<file path="config.mk">
export PLATFORM = sky130hd
export DESIGN_NAME = mdc_top
export DESIGN_NICKNAME = d
export VERILOG_FILES = /design/src/logic/mdc_pkg.sv /design/src/logic/mdc_top.sv
export SDC_FILE = /design/constraint.sdc
export NUM_CORES = 1
export LEC_CHECK = 0
export BUFFER_PORTS_ARGS = -buffer_cell sky130_fd_sc_hd__buf_2
export CORE_MARGIN = 4
export CORE_UTILIZATION = 25
export CTS_BUF_LIST = sky130_fd_sc_hd__clkbuf_16
export DETAILED_ROUTE_END_ITERATION = 10
export PLACE_DENSITY_LB_ADDON = 0.05
export SETUP_SLACK_MARGIN = 0.3
export SLEW_MARGIN = 20
export SYNTH_ARGS = -nofsm -noshare
export SYNTH_HDL_FRONTEND = slang
export SYNTH_SLANG_ARGS = --single-unit
</file>
<file path="constraint.sdc">
create_clock -name i_clk -period 3.3 [get_ports i_clk]
set_input_delay 0.165 -clock i_clk [delete_from_list [all_inputs] [get_ports i_clk]]
set_output_delay 0.165 -clock i_clk [all_outputs]
set_load 0.05 [all_outputs]
</file>
<file path="src/logic/mdc_pkg.sv">
// Package for the motor drive output conditioning block: register map, fields, resets, types
// How it works
// - Mask enable blocks generator, uses mask data
// - Masked channel drives its mask data level
// - Brake wins: low sides on, highs off
// - Protect forces free run or brake
// - Dead time delays every rising edge
// - Falling edges pass with no delay
// - Dead time clock divides by 1,2,4,8
// - Dead time only when enable bit set
// - Dead time is count plus one ticks
// - Pair both on turns pair off
// - One means transistor on by default
// - Per output polarity invert bit
// - Gate pins high impedance after reset
// - Hall source software, pins or comparators
// - Filter enable bypasses or uses filter
// - Filter accepts change after count samples
// - Delay select low clears both buffers
// - Delay select high drives timer run
// - Software mask only in mask mode one
// - Pair masked high both forces zero
package mdc_pkg;
  // Register offsets (8-bit registers on a byte address bus)
  localparam logic [3:0] ADDR_MASK_EN = 4'h0;
  localparam logic [3:0] ADDR_MASK_VAL = 4'h1;
  localparam logic [3:0] ADDR_DEAD_TIME = 4'h2;
  localparam logic [3:0] ADDR_POLARITY = 4'h3;
  localparam logic [3:0] ADDR_MODE_CTRL = 4'h4;
  localparam logic [3:0] ADDR_HALL_CTRL = 4'h5;
  localparam logic [3:0] ADDR_HALL_SW = 4'h6;
  localparam logic [3:0] ADDR_HALL_FILT = 4'h7;
  localparam logic [3:0] ADDR_STATUS = 4'h8;
  // Reset values
  localparam logic [7:0] RST_ZERO = 8'h00;
  localparam logic [7:0] RST_FILT_CNT = 8'h01;
  // Dead time register fields
  localparam int DT_CNT_LSB = 0;
  localparam int DT_EN_BIT = 5;
  localparam int DT_DIV_LSB = 6;
  // Mode control fields
  localparam int MC_BRAKE_BIT = 0;
  localparam int MC_PROT_SEL_BIT = 1;
  localparam int MC_MASK_MODE_BIT = 2;
  localparam int MC_OUT_EN_BIT = 3;
  // Hall control fields
  localparam int HC_DEC_EN_BIT = 0;
  localparam int HC_SRC_MODE_BIT = 1;
  localparam int HC_PIN_SEL_BIT = 2;
  localparam int HC_FILT_EN_BIT = 3;
  localparam int HC_DELAY_SEL_BIT = 4;
  localparam int HC_TIMER_LSB = 5;
  // Width of the largest dead-time divider count
  localparam int DIV_W = 3;

  // Six drive channels: bit 0 a high .. bit 5 c low; even bits are high sides
  typedef logic [5:0] mdc_drive_t;
  localparam mdc_drive_t HIGH_SIDES = 6'h15;
  localparam mdc_drive_t LOW_SIDES = 6'h2a;

  // Decoded register write
  typedef struct packed {
    logic we;
    logic [3:0] addr;
    logic [7:0] data;
  } mdc_wr_s;

  // Dead-time channel states
  typedef enum logic [1:0] {
    DT_LOW = 2'b00,
    DT_WAIT = 2'b01,
    DT_HIGH = 2'b10
  } mdc_dt_e;
endpackage : mdc_pkg

</file>
<file path="src/logic/mdc_top.sv">
// Output conditioning for six gate drives plus hall input front end
//
// Our own choices: the register offsets and the plain strobed port.
`timescale 1ns/100ps
module mdc_top (
  // Clock and reset
  input wire logic i_clk,
  input wire logic i_rst_b,
  // Register port
  input wire logic [3:0] i_addr,
  input wire logic [7:0] i_wdata,
  input wire logic i_wr,
  input wire logic i_rd,
  output logic [7:0] o_rdata,
  // Drive sources
  input wire logic [5:0] i_pwm_drive,
  input wire logic [5:0] i_hw_mask_drive,
  input wire logic i_protect,
  // Hall sources
  input wire logic [2:0] i_hall_pins,
  input wire logic [2:0] i_hall_cmp,
  input wire logic i_filter_sample,
  // Gate outputs, two signals per pin
  output logic [5:0] o_gate,
  output logic [5:0] o_gate_oe,
  // Hall path outputs
  output logic [2:0] o_hall_decoded_in,
  output logic o_hall_delay_active,
  output logic [2:0] o_delay_buf1,
  output logic [2:0] o_delay_buf2,
  output logic [2:0] o_timer_run_bit,
  output logic o_hall_decoder_en
);
  // Software registers
  logic [5:0] chan_mask_en_q;
  logic [5:0] chan_mask_val_q;
  logic [7:0] dead_time_q;
  logic [5:0] polarity_q;
  logic [3:0] mode_q;
  logic [6:0] hall_ctrl_q;
  logic [2:0] hall_sw_q;
  logic [4:0] hall_filter_count_q;
  mdc_pkg::mdc_wr_s wr;

  assign wr = '{we: i_wr, addr: i_addr, data: i_wdata};

  // Register writes; gates stay released until software enables the drivers
  always_ff @(posedge i_clk) begin
    if (!i_rst_b) begin
      chan_mask_en_q <= mdc_pkg::RST_ZERO[5:0];
      chan_mask_val_q <= mdc_pkg::RST_ZERO[5:0];
      dead_time_q <= mdc_pkg::RST_ZERO;
      polarity_q <= mdc_pkg::RST_ZERO[5:0];
      mode_q <= mdc_pkg::RST_ZERO[3:0];
      hall_ctrl_q <= mdc_pkg::RST_ZERO[6:0];
      hall_sw_q <= mdc_pkg::RST_ZERO[2:0];
      hall_filter_count_q <= mdc_pkg::RST_FILT_CNT[4:0];
    end else if (wr.we) begin
      case (wr.addr)
        mdc_pkg::ADDR_MASK_EN: chan_mask_en_q <= wr.data[5:0];
        mdc_pkg::ADDR_MASK_VAL: chan_mask_val_q <= wr.data[5:0];
        mdc_pkg::ADDR_DEAD_TIME: dead_time_q <= wr.data;
        mdc_pkg::ADDR_POLARITY: polarity_q <= wr.data[5:0];
        mdc_pkg::ADDR_MODE_CTRL: mode_q <= wr.data[3:0];
        mdc_pkg::ADDR_HALL_CTRL: hall_ctrl_q <= wr.data[6:0];
        mdc_pkg::ADDR_HALL_SW: hall_sw_q <= wr.data[2:0];
        mdc_pkg::ADDR_HALL_FILT: hall_filter_count_q <= wr.data[4:0];
        default: ;
      endcase
    end
  end

  // Field aliases
  logic brake_en;
  logic protect_output_sel;
  logic mask_mode_sel;
  logic out_en;
  logic deadtime_en;
  logic [1:0] deadtime_clk_div_sel;
  logic [4:0] deadtime_cnt;
  logic hall_decode_src_mode;
  logic hall_pin_sel;
  logic hall_filter_en;
  logic hall_delay_sel;
  logic [1:0] delay_timer_sel;

  assign brake_en = mode_q[mdc_pkg::MC_BRAKE_BIT];
  assign protect_output_sel = mode_q[mdc_pkg::MC_PROT_SEL_BIT];
  assign mask_mode_sel = mode_q[mdc_pkg::MC_MASK_MODE_BIT];
  assign out_en = mode_q[mdc_pkg::MC_OUT_EN_BIT];
  assign deadtime_en = dead_time_q[mdc_pkg::DT_EN_BIT];
  assign deadtime_clk_div_sel = dead_time_q[mdc_pkg::DT_DIV_LSB +: 2];
  assign deadtime_cnt = dead_time_q[mdc_pkg::DT_CNT_LSB +: 5];
  assign hall_decode_src_mode = hall_ctrl_q[mdc_pkg::HC_SRC_MODE_BIT];
  assign hall_pin_sel = hall_ctrl_q[mdc_pkg::HC_PIN_SEL_BIT];
  assign hall_filter_en = hall_ctrl_q[mdc_pkg::HC_FILT_EN_BIT];
  assign hall_delay_sel = hall_ctrl_q[mdc_pkg::HC_DELAY_SEL_BIT];
  assign delay_timer_sel = hall_ctrl_q[mdc_pkg::HC_TIMER_LSB +: 2];

  // Stage 1: masking
  logic [5:0] masked;
  always_comb begin
    if (!mask_mode_sel) begin
      masked = i_hw_mask_drive;
    end else begin
      masked = (i_pwm_drive & ~chan_mask_en_q) | (chan_mask_val_q & chan_mask_en_q);
      // both masked high forces pair low
      for (int p = 0; p < 3; p++) begin
        if ((&chan_mask_en_q[2*p +: 2]) && (&chan_mask_val_q[2*p +: 2])) begin
          masked[2*p +: 2] = 2'b00;
        end
      end
    end
  end

  // Stage 2: brake and protect overrides, brake first
  // Protect is a level: outputs return to the mask result once it drops
  logic [5:0] overridden;
  always_comb begin
    if (brake_en) begin
      overridden = mdc_pkg::LOW_SIDES;
    end else if (i_protect) begin
      overridden = protect_output_sel ? mdc_pkg::LOW_SIDES : 6'h00;
    end else begin
      overridden = masked;
    end
  end

  // Dead-time tick divider; the tick counts the dead-time clock periods
  logic [mdc_pkg::DIV_W-1:0] div_q;
  logic dt_tick;
  always_ff @(posedge i_clk) begin
    if (!i_rst_b) begin
      div_q <= 3'h0;
    end else begin
      div_q <= div_q + 3'h1;
    end
  end
  // Ticks come from a free-running count, so a rise may come up to one tick period short of count plus one ticks
  always_comb begin
    case (deadtime_clk_div_sel)
      2'b00: dt_tick = 1'b1;
      2'b01: dt_tick = div_q[0];
      2'b10: dt_tick = &div_q[1:0];
      default: dt_tick = &div_q;
    endcase
  end

  // Stage 3: dead time per channel
  logic [5:0] delayed;
  genvar g;
  generate
    for (g = 0; g < 6; g++) begin : g_dt
      mdc_pkg::mdc_dt_e st_q;
      logic [5:0] cnt_q;
      // restart on rise, drop short requests
      always_ff @(posedge i_clk) begin
        if (!i_rst_b) begin
          st_q <= mdc_pkg::DT_LOW;
          cnt_q <= 6'h00;
        end else begin
          case (st_q)
            mdc_pkg::DT_LOW: begin
              if (overridden[g]) begin
                st_q <= mdc_pkg::DT_WAIT;
                cnt_q <= 6'h00;
              end
            end
            mdc_pkg::DT_WAIT: begin
              // A request that falls before the count ends is dropped
              if (!overridden[g]) begin
                st_q <= mdc_pkg::DT_LOW;
              end else if (dt_tick && (cnt_q == {1'b0, deadtime_cnt})) begin
                st_q <= mdc_pkg::DT_HIGH;
              end else if (dt_tick) begin
                cnt_q <= cnt_q + 6'h01;
              end
            end
            mdc_pkg::DT_HIGH: begin
              if (!overridden[g]) begin
                st_q <= mdc_pkg::DT_LOW;
              end
            end
            default: st_q <= mdc_pkg::DT_LOW;
          endcase
        end
      end
      assign delayed[g] = deadtime_en ? (overridden[g] && (st_q == mdc_pkg::DT_HIGH)) : overridden[g];
    end
  endgenerate

  // Stage 4: pair overlap guard then polarity, registered toward the pins
  // Guard sits after dead time, so no pair overlap reaches the pins
  logic [5:0] guarded;
  always_comb begin
    guarded = delayed;
    for (int p = 0; p < 3; p++) begin
      if (&delayed[2*p +: 2]) begin
        guarded[2*p +: 2] = 2'b00;
      end
    end
  end

  always_ff @(posedge i_clk) begin
    if (!i_rst_b) begin
      o_gate <= 6'h00;
    end else begin
      // one is on, invert bits flip
      o_gate <= guarded ^ polarity_q;
    end
  end

  always_ff @(posedge i_clk) begin
    if (!i_rst_b) begin
      o_gate_oe <= 6'h00;
    end else begin
      o_gate_oe <= {6{out_en}};
    end
  end

  // Hall source selection
  logic [2:0] hall_hw;
  logic [2:0] hall_filt_q;
  logic [2:0] hall_hw_sel;
  assign hall_hw = hall_pin_sel ? i_hall_cmp : i_hall_pins;

  // Noise filter: each input needs a run of equal samples before it is accepted
  generate
    for (g = 0; g < 3; g++) begin : g_nf
      logic [4:0] run_q;
      always_ff @(posedge i_clk) begin
        if (!i_rst_b) begin
          run_q <= 5'h00;
          hall_filt_q[g] <= 1'b0;
        end else if (i_filter_sample) begin
          // Any sample that agrees with the accepted level restarts the run
          if (hall_hw[g] == hall_filt_q[g]) begin
            run_q <= 5'h00;
          end else if (run_q + 5'h01 >= hall_filter_count_q) begin
            hall_filt_q[g] <= hall_hw[g];
            run_q <= 5'h00;
          end else begin
            run_q <= run_q + 5'h01;
          end
        end
      end
    end
  endgenerate

  assign hall_hw_sel = hall_filter_en ? hall_filt_q : hall_hw;

  // Registered hall input to the decoder
  always_ff @(posedge i_clk) begin
    if (!i_rst_b) begin
      o_hall_decoded_in <= 3'h0;
    end else begin
      o_hall_decoded_in <= hall_decode_src_mode ? hall_hw_sel : hall_sw_q;
    end
  end

  // Hall delay buffers, cleared while bypassed
  always_ff @(posedge i_clk) begin
    if (!i_rst_b) begin
      o_delay_buf1 <= 3'h0;
      o_delay_buf2 <= 3'h0;
    end else if (!hall_delay_sel) begin
      o_delay_buf1 <= 3'h0;
      o_delay_buf2 <= 3'h0;
    end else begin
      o_delay_buf1 <= o_hall_decoded_in;
      o_delay_buf2 <= o_delay_buf1;
    end
  end

  // Timer run control; code 11 picks no timer
  always_ff @(posedge i_clk) begin
    if (!i_rst_b) begin
      o_timer_run_bit <= 3'h0;
    // hardware owns chosen timer run bit
    end else if (hall_delay_sel && delay_timer_sel != 2'b11) begin
      o_timer_run_bit <= 3'h1 << delay_timer_sel;
    end else begin
      o_timer_run_bit <= 3'h0;
    end
  end

  assign o_hall_delay_active = hall_ctrl_q[mdc_pkg::HC_DELAY_SEL_BIT];
  assign o_hall_decoder_en = hall_ctrl_q[mdc_pkg::HC_DEC_EN_BIT];

  // Read data one cycle after the strobe, zero otherwise and for unmapped offsets
  always_ff @(posedge i_clk) begin
    if (!i_rst_b || !i_rd) begin
      o_rdata <= 8'h00;
    end else begin
      case (i_addr)
        mdc_pkg::ADDR_MASK_EN: o_rdata <= {2'b00, chan_mask_en_q};
        mdc_pkg::ADDR_MASK_VAL: o_rdata <= {2'b00, chan_mask_val_q};
        mdc_pkg::ADDR_DEAD_TIME: o_rdata <= dead_time_q;
        mdc_pkg::ADDR_POLARITY: o_rdata <= {2'b00, polarity_q};
        mdc_pkg::ADDR_MODE_CTRL: o_rdata <= {4'h0, mode_q};
        mdc_pkg::ADDR_HALL_CTRL: o_rdata <= {1'b0, hall_ctrl_q};
        mdc_pkg::ADDR_HALL_SW: o_rdata <= {5'h00, hall_sw_q};
        mdc_pkg::ADDR_HALL_FILT: o_rdata <= {3'h0, hall_filter_count_q};
        mdc_pkg::ADDR_STATUS: o_rdata <= {2'b00, hall_filt_q, o_hall_decoded_in};
        default: o_rdata <= 8'h00;
      endcase
    end
  end

  // Assertions
  a_brake_output: assert property (@(posedge i_clk) disable iff (!i_rst_b)
    (brake_en && !deadtime_en) |=> (o_gate ^ $past(polarity_q)) == mdc_pkg::LOW_SIDES) else $error("brake output wrong");
  a_protect_free: assert property (@(posedge i_clk) disable iff (!i_rst_b)
    (!brake_en && i_protect && !protect_output_sel && !deadtime_en) |=> (o_gate ^ $past(polarity_q)) == 6'h00)
    else $error("protect free run wrong");
  a_pair_guard: assert property (@(posedge i_clk) disable iff (!i_rst_b)
    ##1 !(&(o_gate[1:0] ^ $past(polarity_q[1:0])))) else $error("pair a both on");
  a_fall_nodelay: assert property (@(posedge i_clk) disable iff (!i_rst_b)
    (!overridden[0]) |=> !(o_gate[0] ^ $past(polarity_q[0]))) else $error("fall delayed");
  a_rise_delay: assert property (@(posedge i_clk) disable iff (!i_rst_b)
    (deadtime_en && $rose(overridden[0])) |=> !(o_gate[0] ^ $past(polarity_q[0]))) else $error("rise not delayed");
  a_buf_clear: assert property (@(posedge i_clk) disable iff (!i_rst_b)
    !hall_delay_sel |=> (o_delay_buf1 == 3'h0 && o_delay_buf2 == 3'h0)) else $error("buffers not cleared");
  a_sw_source: assert property (@(posedge i_clk) disable iff (!i_rst_b)
    !hall_decode_src_mode |=> o_hall_decoded_in == $past(hall_sw_q)) else $error("software hall not used");
  a_timer_run: assert property (@(posedge i_clk) disable iff (!i_rst_b)
    !hall_delay_sel |=> o_timer_run_bit == 3'h0) else $error("timer run while bypassed");

  // Drive path checks at the pins, dead time off so the result lands one cycle later
  a_protect_brake: assert property (@(posedge i_clk) disable iff (!i_rst_b)
    (!brake_en && i_protect && protect_output_sel && !deadtime_en) |=>
    (o_gate ^ $past(polarity_q)) == mdc_pkg::LOW_SIDES)
    else $error("protect brake wrong");
  a_mask_pair: assert property (@(posedge i_clk) disable iff (!i_rst_b)
    (mask_mode_sel && !brake_en && !i_protect && !deadtime_en && (&chan_mask_en_q[3:2]) && !(&chan_mask_val_q[3:2]))
    |=> (o_gate[3:2] ^ $past(polarity_q[3:2])) == $past(chan_mask_val_q[3:2]))
    else $error("mask data not driven");
  a_hw_mask: assert property (@(posedge i_clk) disable iff (!i_rst_b)
    (!mask_mode_sel && !brake_en && !i_protect && !deadtime_en && !(&i_hw_mask_drive[1:0]))
    |=> (o_gate[1:0] ^ $past(polarity_q[1:0])) == $past(i_hw_mask_drive[1:0]))
    else $error("hardware mask path not used");
  a_pol_invert: assert property (@(posedge i_clk) disable iff (!i_rst_b)
    (mask_mode_sel && !brake_en && !i_protect && !deadtime_en && chan_mask_en_q == 6'h00 && i_pwm_drive == 6'h01)
    |=> o_gate == ($past(polarity_q) ^ 6'h01))
    else $error("polarity not applied");
  a_gate_release: assert property (@(posedge i_clk) disable iff (!i_rst_b)
    !out_en |=> o_gate_oe == 6'h00) else $error("gate driven while released");

  // Hall path checks
  a_filter_bypass: assert property (@(posedge i_clk) disable iff (!i_rst_b)
    (hall_decode_src_mode && !hall_filter_en) |=> o_hall_decoded_in == $past(hall_hw))
    else $error("filter not bypassed");
  a_timer_pick: assert property (@(posedge i_clk) disable iff (!i_rst_b)
    (hall_delay_sel && delay_timer_sel == 2'b10) |=> o_timer_run_bit == 3'h4)
    else $error("wrong timer run bit");
  c_brake: cover property (@(posedge i_clk) disable iff (!i_rst_b) brake_en ##1 !brake_en);
  c_dead_time: cover property (@(posedge i_clk) disable iff (!i_rst_b) deadtime_en && $rose(delayed[0]));
  c_filter: cover property (@(posedge i_clk) disable iff (!i_rst_b) hall_filter_en && $changed(hall_filt_q));
  c_protect: cover property (@(posedge i_clk) disable iff (!i_rst_b) i_protect && !brake_en && protect_output_sel);
  c_timer_run: cover property (@(posedge i_clk) disable iff (!i_rst_b) hall_delay_sel && (|o_timer_run_bit));
endmodule : mdc_top

</file>
==> summary.md <==
| Metric | Value |
|---|---|
| First-pass GRT wire length | `~37 mm` |
| Dominant cells by area after synthesis | `dfxtp_1 39%, mux2i_1 5.3%, nand2_1 4.9%, xnor2_1 4.8%, ha_1 4.5%` |
| Worst path cell trace | `ha_1 -> ha_1 -> mux2i_1 -> a21oi_4 -> o32ai_1 -> nor3_1 -> nand4_1 -> mux2_2` |
| Cell count after synthesis | `slightly below 900` |
| Simple-gate share of the synthesized area | `about 23%` |
| P_leak | `~3.4 nW` |
| Worst-Skew Late Latency | `420 ps` |
| Antenna diodes | `0` |
| Outcome | `complete, no violations` |
| Row cnt | `62` |
| Multiplexer share of the synthesized area | `between 6 and 7%` |
| Vias in the first global route | `6,222` |
| Post-synthesis cell type count | `66` |
| GR Overflow Total | `0` |
| TritonCTS clock tree | `yes` |
| Async SR Flop Fraction | `0%` |
| Compound-Gate Fraction of Synth Area | `between 10% and 20%` |
| Worst path required time | `3610 ps` |
| DP HPWL | `~17 mm` |
| Largest net degree at the start of global routing | `between 50 and 60` |
| Setup TNS | `0 ps` |
| GP Congestion | `0.7562` |
| CP startpoint kind | `register` |
| Post-DP Area | `roughly 8000 um^2` |
| Clk buf depth | `2` |
| Clk Tree Root Cell | `clkbuf_16` |
| HP Class | `in -> reg` |
| Fin. max-slew vios | `0` |
| Area fraction of the dominant cell type after synthesis | `38.64%` |
| Top Ports | `70` |
| Die area | `~32,000 um^2` |
| Synth Area per Inst | `approximately 8.4 um^2` |
| DRT met1 WL | `between 10 and 15 mm` |
| CORE AREA | `roughly 29,000 um^2` |
| Least-Margin Pin Slew | `between 900 and 1000 ps` |
| Synthesized-area fraction occupied by adder cells | `4.453%` |
| Max Fclk | `a little over 400 MHz` |
| Vias per cell | `just under 5` |
| Synth Warn # | `0` |
| Arr. time, crit path | `about 2700 ps` |
| Chip Width | `178.9 um` |
| Post-route DRC | `0` |
| Met2 WL | `approximately 10 mm` |
| Critical path's slowest cell | `a21oi_4` |
| Power per cell area | `471.0 nW/um^2` |
| H-tree depth | `4` |
| Post CTS Setup Buffer Count | `0` |
| Starting DRT DRC Count | `roughly 390` |
| Routed vias | `about 6.4k` |
| Area Overhead vs Synth | `18.00%` |
| RSZ-0062 raised after global routing | `no` |
| Clk sinks | `between 100 and 150` |
| Initial antenna violation count | `0` |
| Largest family of logic cells by synthesized area | `simple AND/OR/NAND/NOR gates` |
| First-pass iteration count of the detailed router | `5` |
| Hold Vio Cnt, Final | `0` |
| Setup CP Type | `reg -> reg` |
| Share of cells above drive strength 1 | `13.48%` |
| Relative max-transition margin | `approximately two fifths` |
| Final min period | `around 2400 ps` |
| GRT Util Overall | `15.11%` |
| Syn nets | `931` |
| Fin crit share | `73.40%` |
| Final ANT Viol Nets | `0` |
| Design Area, Final | `approximately 8600 um^2` |
| Metal3 WL | `1.034 mm` |
| Routed WL | `24.04 mm` |
| Post-synth EDFFs | `0` |
| Cell area after synthesis | `7306 um^2` |
| Post-synth top area cell | `dfxtp_1` |
| Die height | `around 180 um` |
| Reg clk slew, reported paths | `around 70 ps` |
| Yosys reg bits | `between 100 and 150` |
| Max_cap viols | `0` |
| Worst vdd ir | `between 0.3 and 0.4 mV` |
| Final setup vio count | `0` |
| CP most frequent cell | `ha_1` |
| CTS Buf Count | `17` |
| Critical path's largest stage delay | `approximately 420 ps` |
| Nets | `between 900 and 1k` |
| Count of port buffers added during placement | `slightly below 70` |
| Crit path capture type | `register` |
| Clk_skew | `12.50 ps` |
| Seq/Total Area, Yosys | `approximately 39%` |
| Hold_ws | `86.27 ps` |
| Worst Path Max Fanout | `10` |
| Xor-xnor portion of the synthesized cell area | `6.833%` |
| Post-CTS Resized | `0` |
| Top routing layer in use | `met4` |
| WL/cell | `about 18 um` |
| Top_reg_cell synth | `dfxtp_1` |
| Initial Util | `25.38%` |
-- area by class of cell --
type | instances | area, um^2
fill | 3121 | 20160
multi-input combinational | 656 | 4185
sequential | 141 | 2823
tap | 384 | 480.5
timing repair buffer | 83 | 455.4
clock buffer | 17 | 425.4
clock inverter | 15 | 165.2
inverter | 23 | 86.33
-- cells by family (layout without fill, tap and decap cells) --
logic type | after synthesis | count (layout)
AOI/OAI and AO/OA | 180 | 180
DFF | 141 | 141
muxes | 44 | 44
xor gates and xnor gates | 57 | 57
buffers and inverters | 72 | 138
and+or+nand+nor | 349 | 349
adders and majority gates | 26 | 26
-- per-layer routing --
layer / global-route usage, % / vias up
li1: - / 3212
met5: 0 / -
met1: 22.19 / 3008
met3: 2.214 / 13
met2: 23.13 / 131
met4: 3.902 / 0
-- power by group --
group	switching (W)	total, W	internal, W	leakage [nW]
registers	0.0000331	0.00176	0.00173	1.14
clock network	0.000845	0.00197	0.00113	0.288
logic	0.000222	0.000326	0.000104	1.94
-- flip-flops by register name, indices dropped and copies added, names as in the netlist, 4 cells and up --
| register | flops |
|---|---|
| hall_filter_count_q | 5 |
| g_dt.cnt_q | 36 |
| g_dt.st_q | 12 |
| o_rdata | 8 |
| dead_time_q | 8 |
| chan_mask_val_q | 6 |
| hall_ctrl_q | 7 |
| o_gate | 6 |
| g_nf.run_q | 15 |
| chan_mask_en_q | 6 |
| mode_q | 4 |
| polarity_q | 6 |
-- cell usage in the layout, fill, tap and decap left out, drive strengths merged, types with 27 or more instances in the layout --
master  instances
a21oi          53
buf            81
dfxtp         141
inv            28
mux2i          39
nand2          95
nand3          58
nor2           76
nor3           27
o21ai          31
xnor2          40
-- worst max-delay path, delay by kind of cell (launching register included) --
kind / cells / cell delay (ps)
muxes: 2 / 410
AOI/OAI and AO/OA: 2 / 660
adders and majority gates: 2 / 320
DFF: 1 / 360
and+or+nand+nor: 2 / 560
-- path summary, 6_finish.rpt --
path                                  from                to  slack [ps]  depth (start not counted)
worst max-delay path              div_q[0]  g_dt[3].cnt_q[5]         880                          8
worst min-delay path            i_wdata[4]    hall_ctrl_q[4]          90                          3
worst max register to register    div_q[0]  g_dt[3].cnt_q[5]         880                          8
worst min register to register    div_q[0]          div_q[0]         450                          1
-- synth_stat cells (all sizes together) (3+ instances only) --
cell type,instances
nor4,7
dfxtp,141
a21boi,4
nand3,58
or3,7
a21o,5
a31oi,7
xor2,17
a22oi,3
nor3b,7
a21oi,53
clkbuf,35
o221ai,4
nand2,95
nor2b,9
mux2i,39
o22ai,3
a211oi,11
nand2b,10
nand3b,4
nand4,13
and3,19
buf,14
a222oi,4
o31a,4
o21a,10
inv,23
a22o,14
mux2,5
nor2,76
nor3,27
o21ai,31
ha,26
xnor2,40
a221oi,3
and2,9
o31ai,7
-- through the flow --
step | util [%] | worst slack, ps | total power [W] | cells
global placement | 27.83 | 856.1 | 0.002131 | 1285
global route | 29.95 | 684.5 | 0.004226 | 1319
finish | 29.95 | 877.8 | 0.004060 | 1319
CTS | 29.95 | 843.9 | 0.004139 | 1319
detailed placement | 27.83 | 857.2 | 0.002125 | 1285
floorplan | - | 1168 | 0.002000 | 869
-- repair_timing --
action,4_1_cts,5_1_grt
hold buffers,2,0
hold endpoints to repair,3,0
setup endpoints to repair,0,0
Note: power is estimated with default switching activity, not from simulation.
